### src/gpio_edge_pkg.sv
// What this block does
// rising enable set: low-to-high pin transition sets that pin's status bit
// falling enable set: high-to-low pin transition sets that pin's status bit
// both enables: either edge sets status; neither: status never set
// bits 27..0 per pin; bits 31..28 ignore writes, read zero
// reset loads enable registers with bits 1 and 0 one, rest zero
// matching edge sets status; read shows one where such edge occurred
// status bit stays set until software writes one to it
// writing zero to a status bit leaves it unchanged
// one shared request while any status bit 27..11 is set
// separate request per pin 10..0 while its status bit is set
// requests go out to interrupt controller for interrupt or wake
// rising enable at 0x10, falling enable at 0x14, status at 0x18
// pins synchronised by two flops, edge from level versus previous level
// new edge in same cycle as write-one clear keeps the bit set
package gpio_edge_pkg;
  localparam int          NUM_PINS      = 28;
  localparam int          SOLO_PINS     = 11;
  localparam logic [7:0]  RISE_EN_OFF   = 8'h10;
  localparam logic [7:0]  FALL_EN_OFF   = 8'h14;
  localparam logic [7:0]  STATUS_OFF    = 8'h18;
  localparam logic [27:0] ENABLE_RESET  = 28'h0000003;
  localparam logic [27:0] STATUS_RESET  = 28'h0000000;
  localparam logic [1:0]  RESP_OKAY     = 2'h0;
  localparam logic [1:0]  RESP_SLVERR   = 2'h2;
endpackage

### src/gpio_edge_detect.sv
// Register access over AXI4-Lite and the placing of the registers were left to the implementer.
module gpio_edge_detect
  import gpio_edge_pkg::*;
(
  input  wire logic        aclk,
  input  wire logic        aresetn,
  input  wire logic [27:0] pin_in,
  output logic [10:0]      pin_irq,
  output logic             group_irq,
  input  wire logic [31:0] s_axi_awaddr,
  input  wire logic        s_axi_awvalid,
  output logic             s_axi_awready,
  input  wire logic [31:0] s_axi_wdata,
  input  wire logic [3:0]  s_axi_wstrb,
  input  wire logic        s_axi_wvalid,
  output logic             s_axi_wready,
  output logic [1:0]       s_axi_bresp,
  output logic             s_axi_bvalid,
  input  wire logic        s_axi_bready,
  input  wire logic [31:0] s_axi_araddr,
  input  wire logic        s_axi_arvalid,
  output logic             s_axi_arready,
  output logic [31:0]      s_axi_rdata,
  output logic [1:0]       s_axi_rresp,
  output logic             s_axi_rvalid,
  input  wire logic        s_axi_rready
);

  typedef struct packed {
    logic [27:0] sync1;
    logic [27:0] sync2;
    logic [27:0] prev;
    logic [27:0] rise_en;
    logic [27:0] fall_en;
    logic [27:0] status;
    logic        aw_held;
    logic [7:0]  awaddr;
    logic        w_held;
    logic [31:0] wdata;
    logic [3:0]  wstrb;
    logic        bvalid;
    logic [1:0]  bresp;
    logic        rvalid;
    logic [31:0] rdata;
    logic [1:0]  rresp;
  } state_s;

  state_s st_q;
  state_s st_d;

  // byte-lane merge of a write into a 28-bit field
  function automatic logic [27:0] merge_lanes(input logic [27:0] old,
                                              input logic [31:0] data,
                                              input logic [3:0]  strb);
    logic [31:0] r;
    r = {4'h0, old};
    for (int i = 0; i < 4; i++)
    begin
      if (strb[i])
      begin
        r[8*i +: 8] = data[8*i +: 8];
      end
    end
    return r[27:0];
  endfunction

  // byte-lane mask of ones written
  function automatic logic [27:0] ones_written(input logic [31:0] data,
                                               input logic [3:0]  strb);
    logic [31:0] m;
    m = 32'h0;
    for (int i = 0; i < 4; i++)
    begin
      if (strb[i])
      begin
        m[8*i +: 8] = data[8*i +: 8];
      end
    end
    return m[27:0];
  endfunction

  function automatic logic addr_hit(input logic [7:0] a);
    return (a == RISE_EN_OFF) || (a == FALL_EN_OFF) || (a == STATUS_OFF);
  endfunction

  logic [27:0] edge_hit;
  logic        aw_take;
  logic        w_take;
  logic        wr_go;
  logic        rd_go;
  logic [27:0] clr_mask;

  //////////////////////////////////////////////////////////////////////////
  // edge detection, registers and bus
  always_comb
  begin
    st_d = st_q;
    clr_mask = 28'h0;
    st_d.sync1 = pin_in;
    st_d.sync2 = st_q.sync1;
    st_d.prev  = st_q.sync2;
    edge_hit = (st_q.rise_en & st_q.sync2 & ~st_q.prev)
             | (st_q.fall_en & ~st_q.sync2 & st_q.prev);

    aw_take = s_axi_awvalid && !st_q.aw_held && !st_q.bvalid;
    w_take  = s_axi_wvalid && !st_q.w_held && !st_q.bvalid;
    if (aw_take)
    begin
      st_d.aw_held = 1'b1;
      st_d.awaddr  = s_axi_awaddr[7:0];
    end
    if (w_take)
    begin
      st_d.w_held = 1'b1;
      st_d.wdata  = s_axi_wdata;
      st_d.wstrb  = s_axi_wstrb;
    end
    wr_go = st_q.aw_held && st_q.w_held;
    if (wr_go)
    begin
      st_d.aw_held = 1'b0;
      st_d.w_held  = 1'b0;
      st_d.bvalid  = 1'b1;
      st_d.bresp   = addr_hit(st_q.awaddr) ? RESP_OKAY : RESP_SLVERR;
      case (st_q.awaddr)
        RISE_EN_OFF: st_d.rise_en = merge_lanes(st_q.rise_en,
                                    st_q.wdata, st_q.wstrb);
        FALL_EN_OFF: st_d.fall_en = merge_lanes(st_q.fall_en,
                                    st_q.wdata, st_q.wstrb);
        STATUS_OFF:  clr_mask = ones_written(st_q.wdata,
                                st_q.wstrb);
        default:     clr_mask = 28'h0;
      endcase
    end
    else if (st_q.bvalid && s_axi_bready)
    begin
      st_d.bvalid = 1'b0;
    end
    st_d.status = (st_q.status & ~clr_mask) | edge_hit;

    rd_go = s_axi_arvalid && !st_q.rvalid;
    if (rd_go)
    begin
      st_d.rvalid = 1'b1;
      st_d.rresp  = addr_hit(s_axi_araddr[7:0]) ? RESP_OKAY : RESP_SLVERR;
      case (s_axi_araddr[7:0])
        RISE_EN_OFF: st_d.rdata = {4'h0, st_q.rise_en};
        FALL_EN_OFF: st_d.rdata = {4'h0, st_q.fall_en};
        STATUS_OFF:  st_d.rdata = {4'h0, st_q.status};
        default:     st_d.rdata = 32'h0;
      endcase
    end
    else if (st_q.rvalid && s_axi_rready)
    begin
      st_d.rvalid = 1'b0;
    end
  end

  always_ff @(posedge aclk)
  begin
    if (!aresetn)
    begin
      st_q         <= '0;
      // pin history follows the pins in reset: no false edge on release
      st_q.sync1   <= st_d.sync1;
      st_q.sync2   <= st_d.sync2;
      st_q.prev    <= st_d.prev;
      st_q.rise_en <= ENABLE_RESET;
      st_q.fall_en <= ENABLE_RESET;
      st_q.status  <= STATUS_RESET;
    end
    else
    begin
      st_q <= st_d;
    end
  end

  //////////////////////////////////////////////////////////////////////////
  // outputs
  assign pin_irq       = st_q.status[SOLO_PINS-1:0];
  assign group_irq     = |st_q.status[NUM_PINS-1:SOLO_PINS];
  assign s_axi_awready = !st_q.aw_held && !st_q.bvalid;
  assign s_axi_wready  = !st_q.w_held && !st_q.bvalid;
  assign s_axi_bvalid  = st_q.bvalid;
  assign s_axi_bresp   = st_q.bresp;
  assign s_axi_arready = !st_q.rvalid;
  assign s_axi_rvalid  = st_q.rvalid;
  assign s_axi_rdata   = st_q.rdata;
  assign s_axi_rresp   = st_q.rresp;

  //////////////////////////////////////////////////////////////////////////
  // per-pin assertions
  for (genvar p = 0; p < NUM_PINS; p++)
  begin : pin_chk
    rise_sets_status_a: assert property (
      @(posedge aclk) disable iff (!aresetn)
      (st_q.rise_en[p] && st_q.sync2[p] && !st_q.prev[p])
      |=> st_q.status[p])
      else $error("rising edge did not set status");

    fall_sets_status_a: assert property (
      @(posedge aclk) disable iff (!aresetn)
      (st_q.fall_en[p] && !st_q.sync2[p] && st_q.prev[p])
      |=> st_q.status[p])
      else $error("falling edge did not set status");

    no_enable_no_set_a: assert property (
      @(posedge aclk) disable iff (!aresetn)
      (!st_q.rise_en[p] && !st_q.fall_en[p] && !st_q.status[p])
      |=> !st_q.status[p])
      else $error("status set with both enables off");

    status_sticky_a: assert property (
      @(posedge aclk) disable iff (!aresetn)
      (st_q.status[p] && !clr_mask[p])
      |=> st_q.status[p])
      else $error("status bit dropped without clear");

    one_clears_bit_a: assert property (
      @(posedge aclk) disable iff (!aresetn)
      (clr_mask[p] && !edge_hit[p])
      |=> !st_q.status[p])
      else $error("written one did not clear status");

    zero_write_keeps_a: assert property (
      @(posedge aclk) disable iff (!aresetn)
      (wr_go && st_q.awaddr == STATUS_OFF && !st_q.wdata[p]
        && st_q.status[p])
      |=> st_q.status[p])
      else $error("written zero cleared status");

    edge_beats_clear_a: assert property (
      @(posedge aclk) disable iff (!aresetn)
      (clr_mask[p] && edge_hit[p])
      |=> st_q.status[p])
      else $error("edge lost against clear");
  end

  for (genvar p = 0; p < SOLO_PINS; p++)
  begin : solo_chk
    pin_irq_a: assert property (
      @(posedge aclk) disable iff (!aresetn)
      edge_hit[p]
      |=> pin_irq[p])
      else $error("pin request missing");

    pin_irq_low_a: assert property (
      @(posedge aclk) disable iff (!aresetn)
      (!st_q.status[p] && !edge_hit[p])
      |=> !pin_irq[p])
      else $error("pin request without status");
  end

  //////////////////////////////////////////////////////////////////////////
  // request, register and bus assertions
  group_irq_a: assert property (
    @(posedge aclk) disable iff (!aresetn)
    (edge_hit[27:11] != 17'h0)
    |=> group_irq)
    else $error("group request missing");

  group_irq_low_a: assert property (
    @(posedge aclk) disable iff (!aresetn)
    (st_q.status[27:11] == 17'h0 && edge_hit[27:11] == 17'h0)
    |=> !group_irq)
    else $error("group request without status");

  reserved_reads_zero_a: assert property (
    @(posedge aclk) disable iff (!aresetn)
    s_axi_rvalid
    |-> s_axi_rdata[31:28] == 4'h0)
    else $error("reserved bits read nonzero");

  reset_enables_a: assert property (
    @(posedge aclk)
    $rose(aresetn)
    |-> st_q.rise_en == ENABLE_RESET && st_q.fall_en == ENABLE_RESET
      && st_q.status == STATUS_RESET)
    else $error("reset value wrong");

  read_status_a: assert property (
    @(posedge aclk) disable iff (!aresetn)
    (rd_go && s_axi_araddr[7:0] == STATUS_OFF)
    |=> s_axi_rdata == {4'h0, $past(st_q.status)})
    else $error("status read mismatch");

  read_rise_a: assert property (
    @(posedge aclk) disable iff (!aresetn)
    (rd_go && s_axi_araddr[7:0] == RISE_EN_OFF)
    |=> s_axi_rdata == {4'h0, $past(st_q.rise_en)})
    else $error("rising enable read mismatch");

  read_fall_a: assert property (
    @(posedge aclk) disable iff (!aresetn)
    (rd_go && s_axi_araddr[7:0] == FALL_EN_OFF)
    |=> s_axi_rdata == {4'h0, $past(st_q.fall_en)})
    else $error("falling enable read mismatch");

  rise_write_a: assert property (
    @(posedge aclk) disable iff (!aresetn)
    (wr_go && st_q.awaddr == RISE_EN_OFF && st_q.wstrb == 4'hF)
    |=> {4'h0, st_q.rise_en} == ($past(st_q.wdata) & 32'h0FFFFFFF))
    else $error("rising enable write lost");

  fall_write_a: assert property (
    @(posedge aclk) disable iff (!aresetn)
    (wr_go && st_q.awaddr == FALL_EN_OFF && st_q.wstrb == 4'hF)
    |=> {4'h0, st_q.fall_en} == ($past(st_q.wdata) & 32'h0FFFFFFF))
    else $error("falling enable write lost");

  unmapped_read_a: assert property (
    @(posedge aclk) disable iff (!aresetn)
    (rd_go && s_axi_araddr[7:0] != RISE_EN_OFF
      && s_axi_araddr[7:0] != FALL_EN_OFF
      && s_axi_araddr[7:0] != STATUS_OFF)
    |=> s_axi_rresp == RESP_SLVERR && s_axi_rdata == 32'h0)
    else $error("unmapped read answered wrongly");

  unmapped_write_a: assert property (
    @(posedge aclk) disable iff (!aresetn)
    (wr_go && st_q.awaddr != RISE_EN_OFF && st_q.awaddr != FALL_EN_OFF
      && st_q.awaddr != STATUS_OFF)
    |=> s_axi_bresp == RESP_SLVERR && $stable(st_q.rise_en)
      && $stable(st_q.fall_en))
    else $error("unmapped write answered wrongly");

  write_answer_a: assert property (
    @(posedge aclk) disable iff (!aresetn)
    (st_q.aw_held && st_q.w_held)
    |=> s_axi_bvalid)
    else $error("write not answered");

  read_answer_a: assert property (
    @(posedge aclk) disable iff (!aresetn)
    (s_axi_arvalid && s_axi_arready)
    |=> s_axi_rvalid)
    else $error("read not answered");

  //////////////////////////////////////////////////////////////////////////
  // covers
  cover_rise_c: cover property (@(posedge aclk) disable iff (!aresetn)
    $rose(st_q.status[27]));
  cover_clear_c: cover property (@(posedge aclk) disable iff (!aresetn)
    $fell(st_q.status[4]));
  cover_race_c: cover property (@(posedge aclk) disable iff (!aresetn)
    clr_mask[1] && edge_hit[1]);
  cover_read_c: cover property (@(posedge aclk) disable iff (!aresetn)
    s_axi_rvalid && s_axi_rready);
  cover_lift_c: cover property (@(posedge aclk)
    $rose(aresetn) && st_q.sync2[0]);

endmodule

### config.mk
export PLATFORM = sky130hd
export DESIGN_NAME = gpio_edge_detect
export DESIGN_NICKNAME = d
export VERILOG_FILES = /design/src/gpio_edge_pkg.sv /design/src/gpio_edge_detect.sv
export SDC_FILE = /design/constraint.sdc
export NUM_CORES = 1
export LEC_CHECK = 0
export BUFFER_PORTS_ARGS = -buffer_cell sky130_fd_sc_hd__buf_2
export CAP_MARGIN = 20
export CORE_MARGIN = 1
export CORE_UTILIZATION = 30
export DETAILED_ROUTE_END_ITERATION = 16
export PLACE_DENSITY = 0.55
export SLEW_MARGIN = 10
export SYNTH_ARGS = -nofsm -noshare
export SYNTH_HDL_FRONTEND = slang
export SYNTH_SLANG_ARGS = --single-unit
### constraint.sdc
create_clock -name aclk -period 1.7 [get_ports aclk]
set_clock_uncertainty 0.2 [all_clocks]
set_input_delay 0.34 -clock aclk [delete_from_list [all_inputs] [get_ports aclk]]
set_output_delay 0.34 -clock aclk [all_outputs]
set_load 0.05 [all_outputs]
==> metrics.md <==
| Metric | Value |
|---|---|
| Seq/Total Area, Yosys | `52.5%` |
| Post-synth top flop | `dfxtp_1` |
| Status | `finished with violations` |
| Vias in the first global route | `7488` |
| Reg clk slew, reported paths | `0.06 ns` |
| Cts bufs inserted | `27` |
| Crit-path max FO | `2` |
| Die area | `31500 sq um` |
| H-Tree Depth | `1` |
| Drt first pass iters | `5` |
| Chip width | `177 um` |
| CP Capture Type | `primary output` |
| Yosys warnings | `0` |
| Post-Syn Area per Cell | `10.2 sq um` |
| Setup violators final | `31` |
| Clk_lat worst skew | `0.53 ns` |
| Reg2reg path depth | `4` |
| Top-count cell post-synth | `dfxtp_1` |
| Final nets | `1256` |
| Pwr per Cell Area | `1010 nW/um^2` |
| Crit path DAT | `2.02 ns` |
| Vias | `7510` |
| Peak supply drop | `959 uV` |
| Worst setup path category | `flip-flop to primary output` |
| Number of synthesized flops with an enable pin | `0` |
| # IOs | `188` |
| Clock Path Buffers | `3` |
| Sink Count | `242` |
| Synth area leaders | `dfxtp_1 52%, mux2i_1 6.7%, nand2_1 5.9%` |
| Slew margin rel. | `54.2%` |
| Worst hold start | `st_d[196]` |
| Half-perimeter wire length after placement | `17.0 mm` |
| Final hold viol count | `0` |
| Initial antenna violation count | `0` |
| ANT nets after route | `0` |
| Internal reg-to-reg setup slack | `-0.19 ns` |
| Final Cycle Share | `151%` |
| Post-route DRC | `0` |
| Netlist cell types | `40` |
| CTS tree | `built` |
| Initial Util | `30.8%` |
| Area of the multi-input gates | `4100 sq um` |
| Pwr Total | `13000 uW` |
| GP Congestion | `0.775` |
| Type of origin of the critical path | `flip-flop` |
| Leak pwr | `0.00556 uW` |
| Fill cell count | `2882` |
| I/O Buffers | `129` |
| Synth Register Bits | `242` |
| FF-to-FF Start | `st_q[82]` |
| Tmin final | `2.56 ns` |
| Root Driver | `clkbuf_16` |
| RSZ-0062 raised after global routing | `yes` |
| Layout cells sized above 1 | `30.1%` |
| Hold slack final | `0.121 ns` |
| Largest net degree at the start of global routing | `81` |
| Ys async rst share | `0%` |
| Setup slack after layout | `-0.861 ns` |
| Hold path endpoint | `st_d[168]` |
| Average vias per placed instance | `4.90` |
| RR Endpoint | `st_q[97]` |
| Mapped Area | `9230 sq um` |
| Max Cap Viol | `0` |
| Post-synth top cells | `242 x dfxtp_1, 145 x nand2_1, 62 x mux2i_1` |
| Min-Delay Path Class | `flip-flop to flip-flop` |
| Hold path depth | `0` |
| Worst-margin pin slew | `0.686 ns` |
| Sequential Area | `4880 sq um` |
| Total Routing Usage GR | `16.1%` |
| Failing checks | `negative setup slack` |
| Drt total wl | `25.8 mm` |
| Initial DRC count | `531` |
| Layout area overhead | `39.4%` |
| Core area | `30000 sq um` |
| Syn Inst Count | `909` |
| Post-synth top area share | `52.5%` |
| Wirelength per Cell | `16.8 um` |
| Pins over their slew limit | `0` |
| First-pass GRT wire length | `40.1 mm` |
| Row Count | `63` |
| N_diodes | `0` |
| Area leader, netlist | `dfxtp_1` |
| GRT overflow | `0` |
| Worst path required time | `1.16 ns` |
| Fmax achieved | `390 MHz` |
| Die Span Y | `177 um` |
per-layer routing:
layer | GRT usage, % | share of wire [%] | up-vias
met4 | 4.77 | 2.0 | 0
met1 | 21.1 | 46 | 3597
met3 | 2.59 | 5.0 | 35
met2 | 27.2 | 47 | 192
li1 | - | - | 3686
met5 | 0 | 0 | -
through the flow:
stage / instances / cell area (sq um) / setup TNS, ns / setup slack, ns / util, %
floorplan: 914 / 9260 / -0.834 / -0.0667 / -
global placement: 1400 / 10600 / -4.84 / -0.402 / 35.5
detailed placement: 1400 / 10600 / -5.29 / -0.366 / 35.5
CTS: 1528 / 12600 / -4.36 / -0.899 / 42.0
global route: 1532 / 12900 / -6.90 / -0.948 / 43.0
finish: 1532 / 12900 / -4.80 / -0.861 / 43.0
layout by cell type, fill, tap and decap left out, drive strengths merged, types with 11 or more instances in the layout:
cell / Yosys / final
dlygate4sd3: 0 / 72
a32oi: 28 / 28
nor3: 29 / 29
clkinv: 0 / 11
clkbuf: 43 / 33
dfxtp: 242 / 242
mux2: 28 / 28
nand2: 145 / 145
o31ai: 28 / 28
mux2i: 62 / 62
a21oi: 36 / 36
a31oi: 28 / 28
a222oi: 28 / 28
nand3: 11 / 11
nor2: 45 / 45
buf: 59 / 208
and3b: 56 / 56
registers in the layout, indices dropped and copies added (netlist names):
| register | count |
|---|---|
| pin_irq | 11 |
| s_axi_bresp | 1 |
| s_axi_bvalid | 1 |
| s_axi_rdata | 28 |
| s_axi_rresp | 1 |
| s_axi_rvalid | 1 |
| st_d | 56 |
| st_q | 143 |
power by group:
| part | internal, uW | switching [uW] | leakage [uW] | total, uW |
|---|---|---|---|---|
| combinational | 526 | 620 | 0.00311 | 1150 |
| clock | 3440 | 2390 | 0.000446 | 5820 |
| sequential | 5860 | 138 | 0.00200 | 6000 |
| total | 9830 | 3150 | 0.00556 | 13000 |
how the worst max path moves through the flow:
| stage | endpoint | slack [ns] | startpoint | cells after the start |
|---|---|---|---|---|
| 6_report | group_irq | -0.86 | st_q[98] | 5 |
| 5_1_grt | group_irq | -0.95 | st_q[98] | 5 |
| 4_1_cts | group_irq | -0.90 | st_q[96] | 5 |
| 3_5_place_dp | group_irq | -0.37 | st_q[98] | 5 |
| 3_3_place_gp | group_irq | -0.40 | st_q[98] | 5 |
| 2_1_floorplan | pin_irq[0] | -0.07 | st_q[76] | 3 |
logic make-up (layout without fill, tap and decap cells):
group	after synthesis	after routing	share of synthesized area, %
other	1	6	0.0406
and+or+nand+nor	319	319	18.8
buffers and inverters	105	333	6.33
AOI/OAI and AO/OA	152	152	12.2
muxes	90	90	10.1
DFF	242	242	52.5
worst max-delay path, cell delays in order (launching register included):
cell     delay, ns
dfxtp_1       0.31
nor4_1        0.27
buf_4         0.17
nand4_1       0.11
or4_4         0.45
buf_6         0.17
cell type report:
type | instances | area share, %
timing repair buffer | 280 | 19.4
clock inverter | 17 | 1.17
clock buffer | 33 | 5.81
tap | 390 | 3.79
inverter | 3 | 0.0875
sequential | 242 | 37.9
multi-input combinational | 567 | 31.8
timing repair:
action / in CTS / in global routing
gates cloned: 0 / 0
hold endpoints to repair: 75 / 0
pin swaps: 7 / 5
buffers inserted: 7 / 5
hold buffers: 72 / 0
resized for setup: 93 / 51
setup endpoints to repair: 98 / 122
No activity file was read; power rests on OpenSTA's default activity.
